## src/core/usb_dc_pkg.sv

```systemverilog
// Purpose: shared constants, types and decode helpers for the device-controller command link
// Assumes: one clock, 16-bit command/data link between the two ends
// Notes: host-side order registers are byte addressed, four apart, on classic Wishbone
package usb_dc_pkg;
    localparam int DATA_W = 16;
    localparam int PTR_W = 10;
    // Command codes
    localparam logic [7:0] CMD_CFG_WR = 8'hf0;
    localparam logic [7:0] CMD_CFG_RD = 8'hf1;
    localparam logic [7:0] CMD_CNT_WR = 8'hf2;
    localparam logic [7:0] CMD_CNT_RD = 8'hf3;
    localparam logic [7:0] CMD_DEV_RESET = 8'hf6;
    localparam logic [7:0] CMD_BUF_WR_LO = 8'h01;
    localparam logic [7:0] CMD_BUF_WR_HI = 8'h0f;
    localparam logic [7:0] CMD_BUF_RD_LO = 8'h10;
    localparam logic [7:0] CMD_BUF_RD_GAP = 8'h11;
    localparam logic [7:0] CMD_BUF_RD_HI = 8'h1f;
    localparam logic [7:0] CMD_STAT_LO = 8'h50;
    localparam logic [7:0] CMD_STAT_HI = 8'h5f;
    // dma_configuration fields
    localparam int CFG_CNT_END_BIT = 15;
    localparam int CFG_SHORT_BIT = 14;
    localparam int CFG_WIDTH_BIT = 8;
    localparam int CFG_EP_LSB = 4;
    localparam int CFG_EN_BIT = 3;
    localparam logic [15:0] CFG_RESET = 16'h0000;
    localparam logic [15:0] CFG_WR_MASK = 16'hfeff;
    localparam logic [15:0] CNT_RESET = 16'h0000;
    // Bytes per access and per burst
    localparam logic [4:0] BYTE_BYTES = 5'h01;
    localparam logic [4:0] WORD_BYTES = 5'h02;
    localparam logic [4:0] BURST_BYTES_1 = 5'h01;
    localparam logic [4:0] BURST_BYTES_4 = 5'h04;
    localparam logic [4:0] BURST_BYTES_8 = 5'h08;
    localparam logic [4:0] BURST_BYTES_16 = 5'h10;
    // Buffer limits: M = (N + 1) / 2, one access moves M + 1 words
    localparam int ISO_MAX_BYTES = 1023;
    localparam int BULK_MAX_BYTES = 32;
    localparam int BUF_MAX_WORDS = (ISO_MAX_BYTES + 1) / 2 + 1;
    // Host order registers
    localparam logic [4:0] WB_CMD = 5'h00;
    localparam logic [4:0] WB_WDATA = 5'h04;
    localparam logic [4:0] WB_RDATA = 5'h08;
    localparam logic [4:0] WB_STATUS = 5'h0c;
    localparam logic [4:0] WB_DMA = 5'h10;
    localparam int ST_DREQ = 0;
    localparam int ST_EOT = 1;
    localparam int ST_REFUSED = 2;
    localparam int ST_IN_DIR = 3;
    localparam int ST_EXT_EOT = 4;

    typedef enum logic [2:0] {
        H_IDLE = 3'b001,
        H_WAIT = 3'b010,
        H_ACK = 3'b100
    } host_state_t;

    function automatic logic is_buf_wr(input logic [7:0] c);
        return (c >= CMD_BUF_WR_LO) && (c <= CMD_BUF_WR_HI);
    endfunction

    function automatic logic is_buf_rd(input logic [7:0] c);
        return (c >= CMD_BUF_RD_LO) && (c <= CMD_BUF_RD_HI) && (c != CMD_BUF_RD_GAP);
    endfunction

    function automatic logic is_stat(input logic [7:0] c);
        return (c >= CMD_STAT_LO) && (c <= CMD_STAT_HI);
    endfunction

    function automatic logic is_one_word(input logic [7:0] c);
        return (c == CMD_CFG_WR) || (c == CMD_CFG_RD) || (c == CMD_CNT_WR) || (c == CMD_CNT_RD);
    endfunction
endpackage

```

## src/core/usb_dc_link_if.sv

```systemverilog
// Purpose: command/data and DMA link between microprocessor end and device end
// Assumes: both ends on the same clock; strobes are one-cycle pulses
// Notes: data runs on separate in and out buses, no shared wire
`timescale 1ns/1ps
interface usb_dc_link_if;
    logic cmd_sel;
    logic wr_strobe;
    logic rd_strobe;
    logic dma_ack;
    logic eot_host;
    logic [15:0] wdata;
    logic [15:0] rdata;
    logic rvalid;
    logic dma_req;
    logic eot_dev;

    modport dev_mp (
        input cmd_sel, wr_strobe, rd_strobe, dma_ack, eot_host, wdata,
        output rdata, rvalid, dma_req, eot_dev
    );
    modport host_mp (
        output cmd_sel, wr_strobe, rd_strobe, dma_ack, eot_host, wdata,
        input rdata, rvalid, dma_req, eot_dev
    );
endinterface

```

## src/core/usb_dc_burst.sv

```systemverilog
// Purpose: counts bytes of a DMA burst and flags its end
// Assumes: access_i is a one-cycle pulse per DMA word or byte
// Notes: a word access can overshoot a one-byte burst; it still ends it
`timescale 1ns/1ps
module usb_dc_burst
    import usb_dc_pkg::*;
(
    input wire logic clock_i,
    input wire logic rst_i,
    input wire logic [1:0] burst_sel_i,
    input wire logic access_i,
    input wire logic [4:0] moved_i,
    output logic burst_end_o
);
    logic [4:0] limit;
    logic [4:0] bytes_r;
    logic [5:0] sum;

    always_comb begin
        unique case (burst_sel_i)
            2'b00: limit = BURST_BYTES_1;
            2'b01: limit = BURST_BYTES_4;
            2'b10: limit = BURST_BYTES_8;
            2'b11: limit = BURST_BYTES_16;
        endcase
    end

    assign sum = {1'b0, bytes_r} + {1'b0, moved_i};

    always_ff @(posedge clock_i) begin
        if (rst_i) begin
            bytes_r <= 5'h00;
            burst_end_o <= 1'b0;
        end else if (access_i && (sum >= {1'b0, limit})) begin
            bytes_r <= 5'h00;
            burst_end_o <= 1'b1;
        end else if (access_i) begin
            bytes_r <= sum[4:0];
            burst_end_o <= 1'b0;
        end else begin
            burst_end_o <= 1'b0;
        end
    end
endmodule

```

## src/core/usb_dc_dev_end.sv

```systemverilog
// Purpose: device end: command decode, DMA control and endpoint buffer access
// Assumes: endpoint storage outside, read combinationally at buf_addr_o
// Notes: CPU and DMA share one buffer pointer
// Contract
// - Counter end enable: end-of-transfer at zero count
// - Short packet mode: short OUT packet ends transfer
// - Host keeps short mode clear for IN
// - Width flag: 0 byte, 1 word last access
// - Enable bit starts, clear stops, reads state
// - Bus reset clears only the enable bit
// - Burst code selects 1, 4, 8, 16 bytes
// - Endpoint index field selects DMA buffer
// - Counter write sets count, read gives remaining
// - Re-enable reloads working counter from programmed
// - Counter read F3, write F2, one word
// - Configuration read F1, write F0, one word
// - Code F6 resets controller like hardware reset
// - Buffer command resets pointer, words advance it
// - Buffer codes on low byte, then data
// - Buffer size limits; at most M+1 words
// - Word 0 length, data low byte first
// - DMA skips length word, ends on EOP
// - IN sent when full or external stop
// - Host never reverses direction after buffer command
// - No bounds guard; DMA moves to secondary buffer
// - Status codes 50-5F read, clear pending bit
`timescale 1ns/1ps
module usb_dc_dev_end
    import usb_dc_pkg::*;
#(
    parameter int PW = PTR_W
)(
    input wire logic clock_i,
    input wire logic rstn_i,
    usb_dc_link_if.dev_mp lnk,
    input wire logic usb_reset_i,
    input wire logic short_pkt_i,
    input wire logic buf_eop_i,
    input wire logic ep_double_i,
    input wire logic [PW-1:0] ep_words_i,
    input wire logic [15:0] buf_rdata_i,
    input wire logic [7:0] ep_status_i,
    output logic [3:0] buf_ep_o,
    output logic [PW-1:0] buf_addr_o,
    output logic [PW-1:0] buf_waddr_o,
    output logic buf_sec_o,
    output logic buf_we_o,
    output logic [15:0] buf_wdata_o,
    output logic buf_commit_o,
    output logic status_clr_o,
    output logic ctrl_reset_o
);
    localparam logic [PW-1:0] FIRST_DATA_WORD = {{(PW-1){1'b0}}, 1'b1};

    logic rst;
    logic soft_rst_r;
    logic [7:0] cmd_r;
    logic [15:0] cfg_r;
    logic [15:0] cnt_prog_r;
    logic [15:0] cnt_work_r;
    logic [15:0] rdata_r;
    logic [15:0] wdata_r;
    logic [3:0] ep_r;
    logic [PW-1:0] ptr_r;
    logic [PW-1:0] waddr_r;
    logic sec_r;
    logic rvalid_r;
    logic dreq_r;
    logic eot_r;
    logic we_r;
    logic commit_r;
    logic stat_clr_r;
    logic cmd_wr;
    logic data_wr;
    logic data_rd;
    logic dma_wr;
    logic dma_rd;
    logic dma_acc;
    logic dma_en;
    logic cfg_wr;
    logic cnt_wr;
    logic en_rise;
    logic cnt_hit;
    logic short_hit;
    logic ext_hit;
    logic stop;
    logic prim_end;
    logic cpu_buf;
    logic burst_end;
    logic [4:0] moved;
    logic [15:0] moved_w;

    // Soft reset acts one cycle after the command, like the reset pin
    assign rst = !rstn_i || soft_rst_r;
    assign dma_en = cfg_r[CFG_EN_BIT];
    assign cmd_wr = lnk.wr_strobe && lnk.cmd_sel && !lnk.dma_ack;
    assign data_wr = lnk.wr_strobe && !lnk.cmd_sel && !lnk.dma_ack;
    assign data_rd = lnk.rd_strobe && !lnk.cmd_sel && !lnk.dma_ack;
    assign dma_wr = lnk.dma_ack && lnk.wr_strobe && dma_en;
    assign dma_rd = lnk.dma_ack && lnk.rd_strobe && dma_en;
    assign dma_acc = dma_wr || dma_rd;
    assign cfg_wr = data_wr && (cmd_r == CMD_CFG_WR);
    assign cnt_wr = data_wr && (cmd_r == CMD_CNT_WR);
    assign en_rise = cfg_wr && lnk.wdata[CFG_EN_BIT] && !dma_en;
    assign cpu_buf = (data_wr && is_buf_wr(cmd_r)) || (data_rd && is_buf_rd(cmd_r));
    // An odd final byte moves alone; every other access is a word
    assign moved = (cnt_work_r == 16'h0001) ? BYTE_BYTES : WORD_BYTES;
    assign moved_w = {11'h000, moved};
    assign cnt_hit = cfg_r[CFG_CNT_END_BIT] && dma_acc && (cnt_work_r <= moved_w);
    assign short_hit = cfg_r[CFG_SHORT_BIT] && dma_en && short_pkt_i;
    assign ext_hit = dma_en && lnk.eot_host;
    assign stop = cnt_hit || short_hit || ext_hit;
    assign prim_end = dma_acc && ((ptr_r == ep_words_i) || (dma_rd && buf_eop_i));

    usb_dc_burst u_burst (
        .clock_i(clock_i),
        .rst_i(rst),
        .burst_sel_i(cfg_r[1:0]),
        .access_i(dma_acc),
        .moved_i(moved),
        .burst_end_o(burst_end)
    );

    always_ff @(posedge clock_i) begin
        if (!rstn_i) begin
            soft_rst_r <= 1'b0;
        end else begin
            soft_rst_r <= cmd_wr && (lnk.wdata[7:0] == CMD_DEV_RESET);
        end
    end

    always_ff @(posedge clock_i) begin
        if (rst) begin
            cmd_r <= 8'h00;
        end else if (cmd_wr) begin
            cmd_r <= lnk.wdata[7:0];
        end
    end

    // Later assignments win: stop and bus reset override a write of 1
    always_ff @(posedge clock_i) begin
        if (rst) begin
            cfg_r <= CFG_RESET;
        end else begin
            if (cfg_wr) begin
                cfg_r <= (lnk.wdata & CFG_WR_MASK) | (cfg_r & ~CFG_WR_MASK);
            end
            if (dma_acc) begin
                cfg_r[CFG_WIDTH_BIT] <= (moved == WORD_BYTES);
            end
            if (stop || usb_reset_i) begin
                cfg_r[CFG_EN_BIT] <= 1'b0;
            end
        end
    end

    always_ff @(posedge clock_i) begin
        if (rst) begin
            cnt_prog_r <= CNT_RESET;
        end else if (cnt_wr) begin
            cnt_prog_r <= lnk.wdata;
        end
    end

    always_ff @(posedge clock_i) begin
        if (rst) begin
            cnt_work_r <= CNT_RESET;
        end else if (en_rise) begin
            cnt_work_r <= cnt_prog_r;
        end else if (cnt_wr && !dma_en) begin
            cnt_work_r <= lnk.wdata;
        end else if (dma_acc && (cnt_work_r > moved_w)) begin
            cnt_work_r <= cnt_work_r - moved_w;
        end else if (dma_acc) begin
            cnt_work_r <= 16'h0000;
        end
    end

    always_ff @(posedge clock_i) begin
        if (rst) begin
            ep_r <= 4'h0;
            ptr_r <= {PW{1'b0}};
            sec_r <= 1'b0;
        end else if (cmd_wr && (is_buf_wr(lnk.wdata[7:0]) || is_buf_rd(lnk.wdata[7:0])
                     || is_stat(lnk.wdata[7:0]))) begin
            ep_r <= lnk.wdata[3:0];
            ptr_r <= {PW{1'b0}};
            sec_r <= 1'b0;
        end else if (en_rise) begin
            ep_r <= lnk.wdata[CFG_EP_LSB +: 4];
            ptr_r <= FIRST_DATA_WORD;
            sec_r <= 1'b0;
        end else if (prim_end) begin
            ptr_r <= FIRST_DATA_WORD;
            sec_r <= ep_double_i ? !sec_r : sec_r;
        end else if (dma_acc || cpu_buf) begin
            // No bound check: software owns the buffer size
            ptr_r <= ptr_r + 1'b1;
        end
    end

    always_ff @(posedge clock_i) begin
        if (rst) begin
            rdata_r <= 16'h0000;
            rvalid_r <= 1'b0;
        end else begin
            rvalid_r <= data_rd || dma_rd;
            if (dma_rd) begin
                rdata_r <= buf_rdata_i;
            end else if (data_rd && (cmd_r == CMD_CFG_RD)) begin
                rdata_r <= cfg_r;
            end else if (data_rd && (cmd_r == CMD_CNT_RD)) begin
                rdata_r <= cnt_work_r;
            end else if (data_rd && is_buf_rd(cmd_r)) begin
                rdata_r <= buf_rdata_i;
            end else if (data_rd && is_stat(cmd_r)) begin
                rdata_r <= {8'h00, ep_status_i};
            end else if (data_rd) begin
                rdata_r <= 16'h0000;
            end
        end
    end

    always_ff @(posedge clock_i) begin
        if (rst) begin
            we_r <= 1'b0;
            wdata_r <= 16'h0000;
            waddr_r <= {PW{1'b0}};
            stat_clr_r <= 1'b0;
        end else begin
            we_r <= dma_wr || (data_wr && is_buf_wr(cmd_r));
            stat_clr_r <= data_rd && is_stat(cmd_r);
            if (dma_wr || data_wr) begin
                wdata_r <= lnk.wdata;
                waddr_r <= ptr_r;
            end
        end
    end

    always_ff @(posedge clock_i) begin
        if (rst) begin
            eot_r <= 1'b0;
            commit_r <= 1'b0;
            dreq_r <= 1'b0;
        end else begin
            eot_r <= stop;
            commit_r <= prim_end || ext_hit;
            // Request drops for one cycle between bursts
            dreq_r <= dma_en && !stop && !usb_reset_i && !burst_end && !cfg_wr
                      && !(cfg_r[CFG_CNT_END_BIT] && (cnt_work_r == 16'h0000));
        end
    end

    assign lnk.rdata = rdata_r;
    assign lnk.rvalid = rvalid_r;
    assign lnk.dma_req = dreq_r;
    assign lnk.eot_dev = eot_r;
    assign buf_ep_o = ep_r;
    assign buf_addr_o = ptr_r;
    assign buf_waddr_o = waddr_r;
    assign buf_sec_o = sec_r;
    assign buf_we_o = we_r;
    assign buf_wdata_o = wdata_r;
    assign buf_commit_o = commit_r;
    assign status_clr_o = stat_clr_r;
    assign ctrl_reset_o = soft_rst_r;
endmodule

```

## src/flat_wrapper.sv

```systemverilog
// flat-port wrapper written by rule: the top's interface ports become plain ports
module usb_dc_dev_end_flat import usb_dc_pkg::*;
#(
    parameter int PW = PTR_W
)
  (clock_i, rstn_i, usb_reset_i, short_pkt_i, buf_eop_i, ep_double_i, ep_words_i, buf_rdata_i, ep_status_i, buf_ep_o, buf_addr_o, buf_waddr_o, buf_sec_o, buf_we_o, buf_wdata_o, buf_commit_o, status_clr_o, ctrl_reset_o, lnk_cmd_sel, lnk_wr_strobe, lnk_rd_strobe, lnk_dma_ack, lnk_eot_host, lnk_wdata, lnk_rdata, lnk_rvalid, lnk_dma_req, lnk_eot_dev);
  usb_dc_link_if lnk_i ();
  input wire logic clock_i;
  input wire logic rstn_i;
  input wire logic usb_reset_i;
  input wire logic short_pkt_i;
  input wire logic buf_eop_i;
  input wire logic ep_double_i;
  input wire logic [PW-1:0] ep_words_i;
  input wire logic [15:0] buf_rdata_i;
  input wire logic [7:0] ep_status_i;
  output logic [3:0] buf_ep_o;
  output logic [PW-1:0] buf_addr_o;
  output logic [PW-1:0] buf_waddr_o;
  output logic buf_sec_o;
  output logic buf_we_o;
  output logic [15:0] buf_wdata_o;
  output logic buf_commit_o;
  output logic status_clr_o;
  output logic ctrl_reset_o;
  input wire logic [$bits(lnk_i.cmd_sel)-1:0] lnk_cmd_sel;
  input wire logic [$bits(lnk_i.wr_strobe)-1:0] lnk_wr_strobe;
  input wire logic [$bits(lnk_i.rd_strobe)-1:0] lnk_rd_strobe;
  input wire logic [$bits(lnk_i.dma_ack)-1:0] lnk_dma_ack;
  input wire logic [$bits(lnk_i.eot_host)-1:0] lnk_eot_host;
  input wire logic [$bits(lnk_i.wdata)-1:0] lnk_wdata;
  output wire logic [$bits(lnk_i.rdata)-1:0] lnk_rdata;
  output wire logic [$bits(lnk_i.rvalid)-1:0] lnk_rvalid;
  output wire logic [$bits(lnk_i.dma_req)-1:0] lnk_dma_req;
  output wire logic [$bits(lnk_i.eot_dev)-1:0] lnk_eot_dev;
  assign lnk_i.cmd_sel = lnk_cmd_sel;
  assign lnk_i.wr_strobe = lnk_wr_strobe;
  assign lnk_i.rd_strobe = lnk_rd_strobe;
  assign lnk_i.dma_ack = lnk_dma_ack;
  assign lnk_i.eot_host = lnk_eot_host;
  assign lnk_i.wdata = lnk_wdata;
  assign lnk_rdata = lnk_i.rdata;
  assign lnk_rvalid = lnk_i.rvalid;
  assign lnk_dma_req = lnk_i.dma_req;
  assign lnk_eot_dev = lnk_i.eot_dev;
  usb_dc_dev_end #(.PW(PW)) u_core (.clock_i(clock_i), .rstn_i(rstn_i), .lnk(lnk_i), .usb_reset_i(usb_reset_i), .short_pkt_i(short_pkt_i), .buf_eop_i(buf_eop_i), .ep_double_i(ep_double_i), .ep_words_i(ep_words_i), .buf_rdata_i(buf_rdata_i), .ep_status_i(ep_status_i), .buf_ep_o(buf_ep_o), .buf_addr_o(buf_addr_o), .buf_waddr_o(buf_waddr_o), .buf_sec_o(buf_sec_o), .buf_we_o(buf_we_o), .buf_wdata_o(buf_wdata_o), .buf_commit_o(buf_commit_o), .status_clr_o(status_clr_o), .ctrl_reset_o(ctrl_reset_o));
endmodule
```

## config.mk

```make
export PLATFORM = sky130hd
export DESIGN_NAME = usb_dc_dev_end_flat
export DESIGN_NICKNAME = d
export VERILOG_FILES = /design/src/core/usb_dc_pkg.sv /design/src/core/usb_dc_link_if.sv /design/src/core/usb_dc_burst.sv /design/src/core/usb_dc_dev_end.sv /design/src/flat_wrapper.sv
export SDC_FILE = /design/constraint.sdc
export NUM_CORES = 1
export LEC_CHECK = 0
export BUFFER_PORTS_ARGS = -buffer_cell sky130_fd_sc_hd__buf_2
export CAP_MARGIN = 20
export CORE_UTILIZATION = 45
export DETAILED_ROUTE_END_ITERATION = 8
export PLACE_DENSITY_LB_ADDON = 0.12
export SYNTH_ARGS = -nofsm -noshare
export SYNTH_HDL_FRONTEND = slang
export SYNTH_SLANG_ARGS = --single-unit
```

## constraint.sdc

```tcl
create_clock -name clock_i -period 3.5 [get_ports clock_i]
set_clock_uncertainty 0.15 [all_clocks]
set_input_delay 0.7 -clock clock_i [delete_from_list [all_inputs] [get_ports clock_i]]
set_output_delay 0.7 -clock clock_i [all_outputs]
set_load 0.1 [all_outputs]
```

==> flow_summary.yaml <==
outcome:
  status: "finished, final reports clean"
min_path:
  worstHoldPathCells: 2
  hp-start: "u_core.buf_wdata_o[9]"
  min_to: "u_core.buf_wdata_o[9]"
  hp-class: "reg2reg"
drt:
  ant_nets: 0
  route.detailed.drc: 0
  via_per_inst: 5.78
  wl_um: 18800
  wl_per_cell_um: 18.0
  via_count: 6035
  drt_first_pass_iters: 7
  drt-initial-drc-count: 551
setup_path:
  crit_fanout: 5
  reg2reg_depth: 11
  r2r_slack_ps: 210
  crit_arrival_ps: 3490
  crit-reg2reg-launch: "u_core.cnt_work_r[12]"
  worstSetupPathType: "reg2reg"
  worst_setup_path_end_kind: "flop"
  critPathLaunchType: "flop"
  cp.required_ps: 3700
  r2r_end: "u_core.cnt_work_r[14]"
sta:
  grt_setup_unrepaired: "no"
  tns_ps: 0
  finalHoldViolations: 0
  period_minus_slack_ps: 3290
  fin_hold_ws_ps: 304
  slew_viol_final: 0
  fin_ws_ps: 208
  fmax_mhz: 304
  fin_crit_sh_pct: 94.1
  setup_violations: 0
  maxSlewHeadroom_pct: 61.0
  tightest_slew_ps: 579
yosys:
  yosys.area.top_type: "dfxtp_1"
  synthCells: 734
  ys_warn_count: 0
  syn_avg_cell_area_sq_um: 8.52
  synth_cell_types: 64
  synth_edf_count: 0
  synth_most_common_cell: "dfxtp_1"
  synth_area_sq_mm: 0.00625
  async_reset_ff_share_pct: 0
  ys_ff_latch: 126
  synth_nets: 803
  ys_seq_area_share_pct: 40.4
  synth.area.top_cells: "dfxtp_1 (40%), mux2i_1 (9.4%), nor2_1 (5.8%)"
  synth_top_area_share_pct: 40.4
  synth_common_cells: "dfxtp_1 (126), nor2_1 (97), mux2i_1 (59), o21ai_0 (52), clkbuf_1 (48)"
  ys_dominant_reg_cell: "dfxtp_1"
power_and_ir_drop:
  power-per-cell-area_mw_per_mm2: 454
  p_leak_nw: 3.34
  power.net_switching_mw: 0.916
  power.share.switching_pct: 26.1
  vdd.ir_drop.worst_v: 0.000341
  power_frac_clock_pct: 49.1
  seq_power_share_pct: 41.9
  intPower_mw: 2.60
  combPwrFrac_pct: 9.0
grt:
  grt-ovfl-total: 0
  grt_max_degree: 39
  grt_pass1_wl_um: 29400
  grtUsageTotal_pct: 26.5
  antenna_found_initial: 0
  first_global_vias: 5581
place:
  post-dp-hpwl_um: 13500
  placed_area_sq_mm: 0.00709
  pre_cts_slack_ps: 70.9
  port_buffers: 124
  place_congestion: 0.889
final_layout:
  antenna_cells: 0
  fill_cells: 1253
  final_core_util_pct: 57.8
  drive_gt1_share_pct: 23.5
  area_growth_pct: 24.0
  design_area_sq_mm: 0.00775
  nNetsFinal: 924
clocking:
  cts_tree: "done"
  insertion_delay_ps: 430
  path_clk_slew_ps: 60
  h-tree-depth: 4
  cts.sinks: 126
  holdBufCountCts: 0
  cts_made_buffers: 17
  root_buffer: "clkbuf_16"
  cts_buffer_depth: 2
floorplanning:
  die_h_um: 120
  io_pins: 125
  fp-row-count: 42
  initial_core_util_pct: 46.6
  die_x_um: 120
  core-area_sq_mm: 0.0134
  die_area_sq_mm: 0.0144
job:
  drv_cap: 0
layout make-up:
cell class	count	area [sq um]	area share, %
inverters	11	41.3	0.533
multi-input cells	541	3500	45.2
clock inverters	14	144	1.86
flip-flops and latches	126	2520	32.6
well taps	176	220	2.84
clock buffers	18	439	5.67
repair buffers	158	880	11.3
cells by family after synthesis:
family	after synthesis	share of synthesized area, %
compound gates	187	19.5
xor+xnor	26	3.64
fa+ha+maj	8	1.60
buf+inv	67	4.34
flops	126	40.4
mux	59	9.45
simple gates	261	21.1
sequential cells by signal, indices dropped and copies added, names as in the netlist, 4 cells and up:
name / flops
u_core.buf_waddr_o: 10
u_core.buf_wdata_o: 16
u_core.buf_addr_o: 10
u_core.buf_ep_o: 4
u_core.cfg_r: 16
u_core.cnt_prog_r: 16
u_core.cnt_work_r: 16
u_core.u_burst.bytes_r: 5
u_core.lnk.rdata: 16
u_core.cmd_r: 8
power groups by stage:
stage	Sequential [mW]	Combinational [mW]	Clock, mW
finish	1.47	0.318	1.73
global route	1.47	0.337	1.80
CTS	1.47	0.317	1.74
detailed placement	1.50	0.316	0
global placement	1.50	0.313	0
floorplan	1.62	0.101	0
worst max-delay path: stages, from the launching register on:
cell,delay (ps)
dfxtp_1,310
or4_4,580
nor4_4,430
and2_1,240
ha_1,200
inv_1,70
ha_1,270
nor4_4,220
nand3_1,200
o31ai_1,250
a21oi_1,90
a211oi_1,190
metal layers:
layer / global-route usage (%) / part of all wire [%]
met1: 35.0 / 45
met2: 43.2 / 48
met3: 4.71 / 5.7
met4: 9.53 / 1.5
met5: 0 / 0
timing repair:
action / CTS / global route
resized for setup: 0 / 12
setup buffers: 0 / 4
endpoints found under the setup margin: 0 / 11
stage by stage:
step | instances | power, mW
floorplan | 734 | 1.72
global placement | 1008 | 1.81
detailed placement | 1008 | 1.82
CTS | 1040 | 3.53
global route | 1044 | 3.61
finish | 1044 | 3.51
how the worst max path moves through the flow:
stage,from,endpoint
6_report,u_core.cnt_work_r[12],u_core.cnt_work_r[14]
5_1_grt,u_core.cnt_work_r[12],u_core.u_burst.bytes_r[1]
4_1_cts,u_core.cnt_work_r[9],u_core.cnt_work_r[14]
3_5_place_dp,u_core.cnt_work_r[9],u_core.cnt_work_r[14]
3_3_place_gp,u_core.cnt_work_r[9],u_core.u_burst.bytes_r[1]
2_1_floorplan,u_core.cnt_work_r[8],u_core.u_burst.bytes_r[1]
placed cells by master (no fill, tap or decap), drive strengths merged, types with 4 or more instances in the layout:
cell type,Yosys,routed
a211oi,12,12
a21boi,5,5
a21oi,41,41
a222oi,7,7
a22oi,9,9
a311oi,9,9
a31oi,9,9
and2,5,5
and3,19,19
buf,6,158
clkbuf,50,18
clkinv,0,9
dfxtp,126,126
ha,8,8
inv,11,12
mux2i,59,59
nand2,40,40
nand2b,7,7
nand3,22,22
nand4,7,7
nor2,97,97
nor3,19,19
nor3b,4,4
nor4,12,12
o211ai,5,5
o21ai,52,52
o221ai,10,10
o31ai,5,5
or3,6,6
or4,5,5
xnor2,12,12
xor2,14,14
No activity file was read; power rests on OpenSTA's default activity.
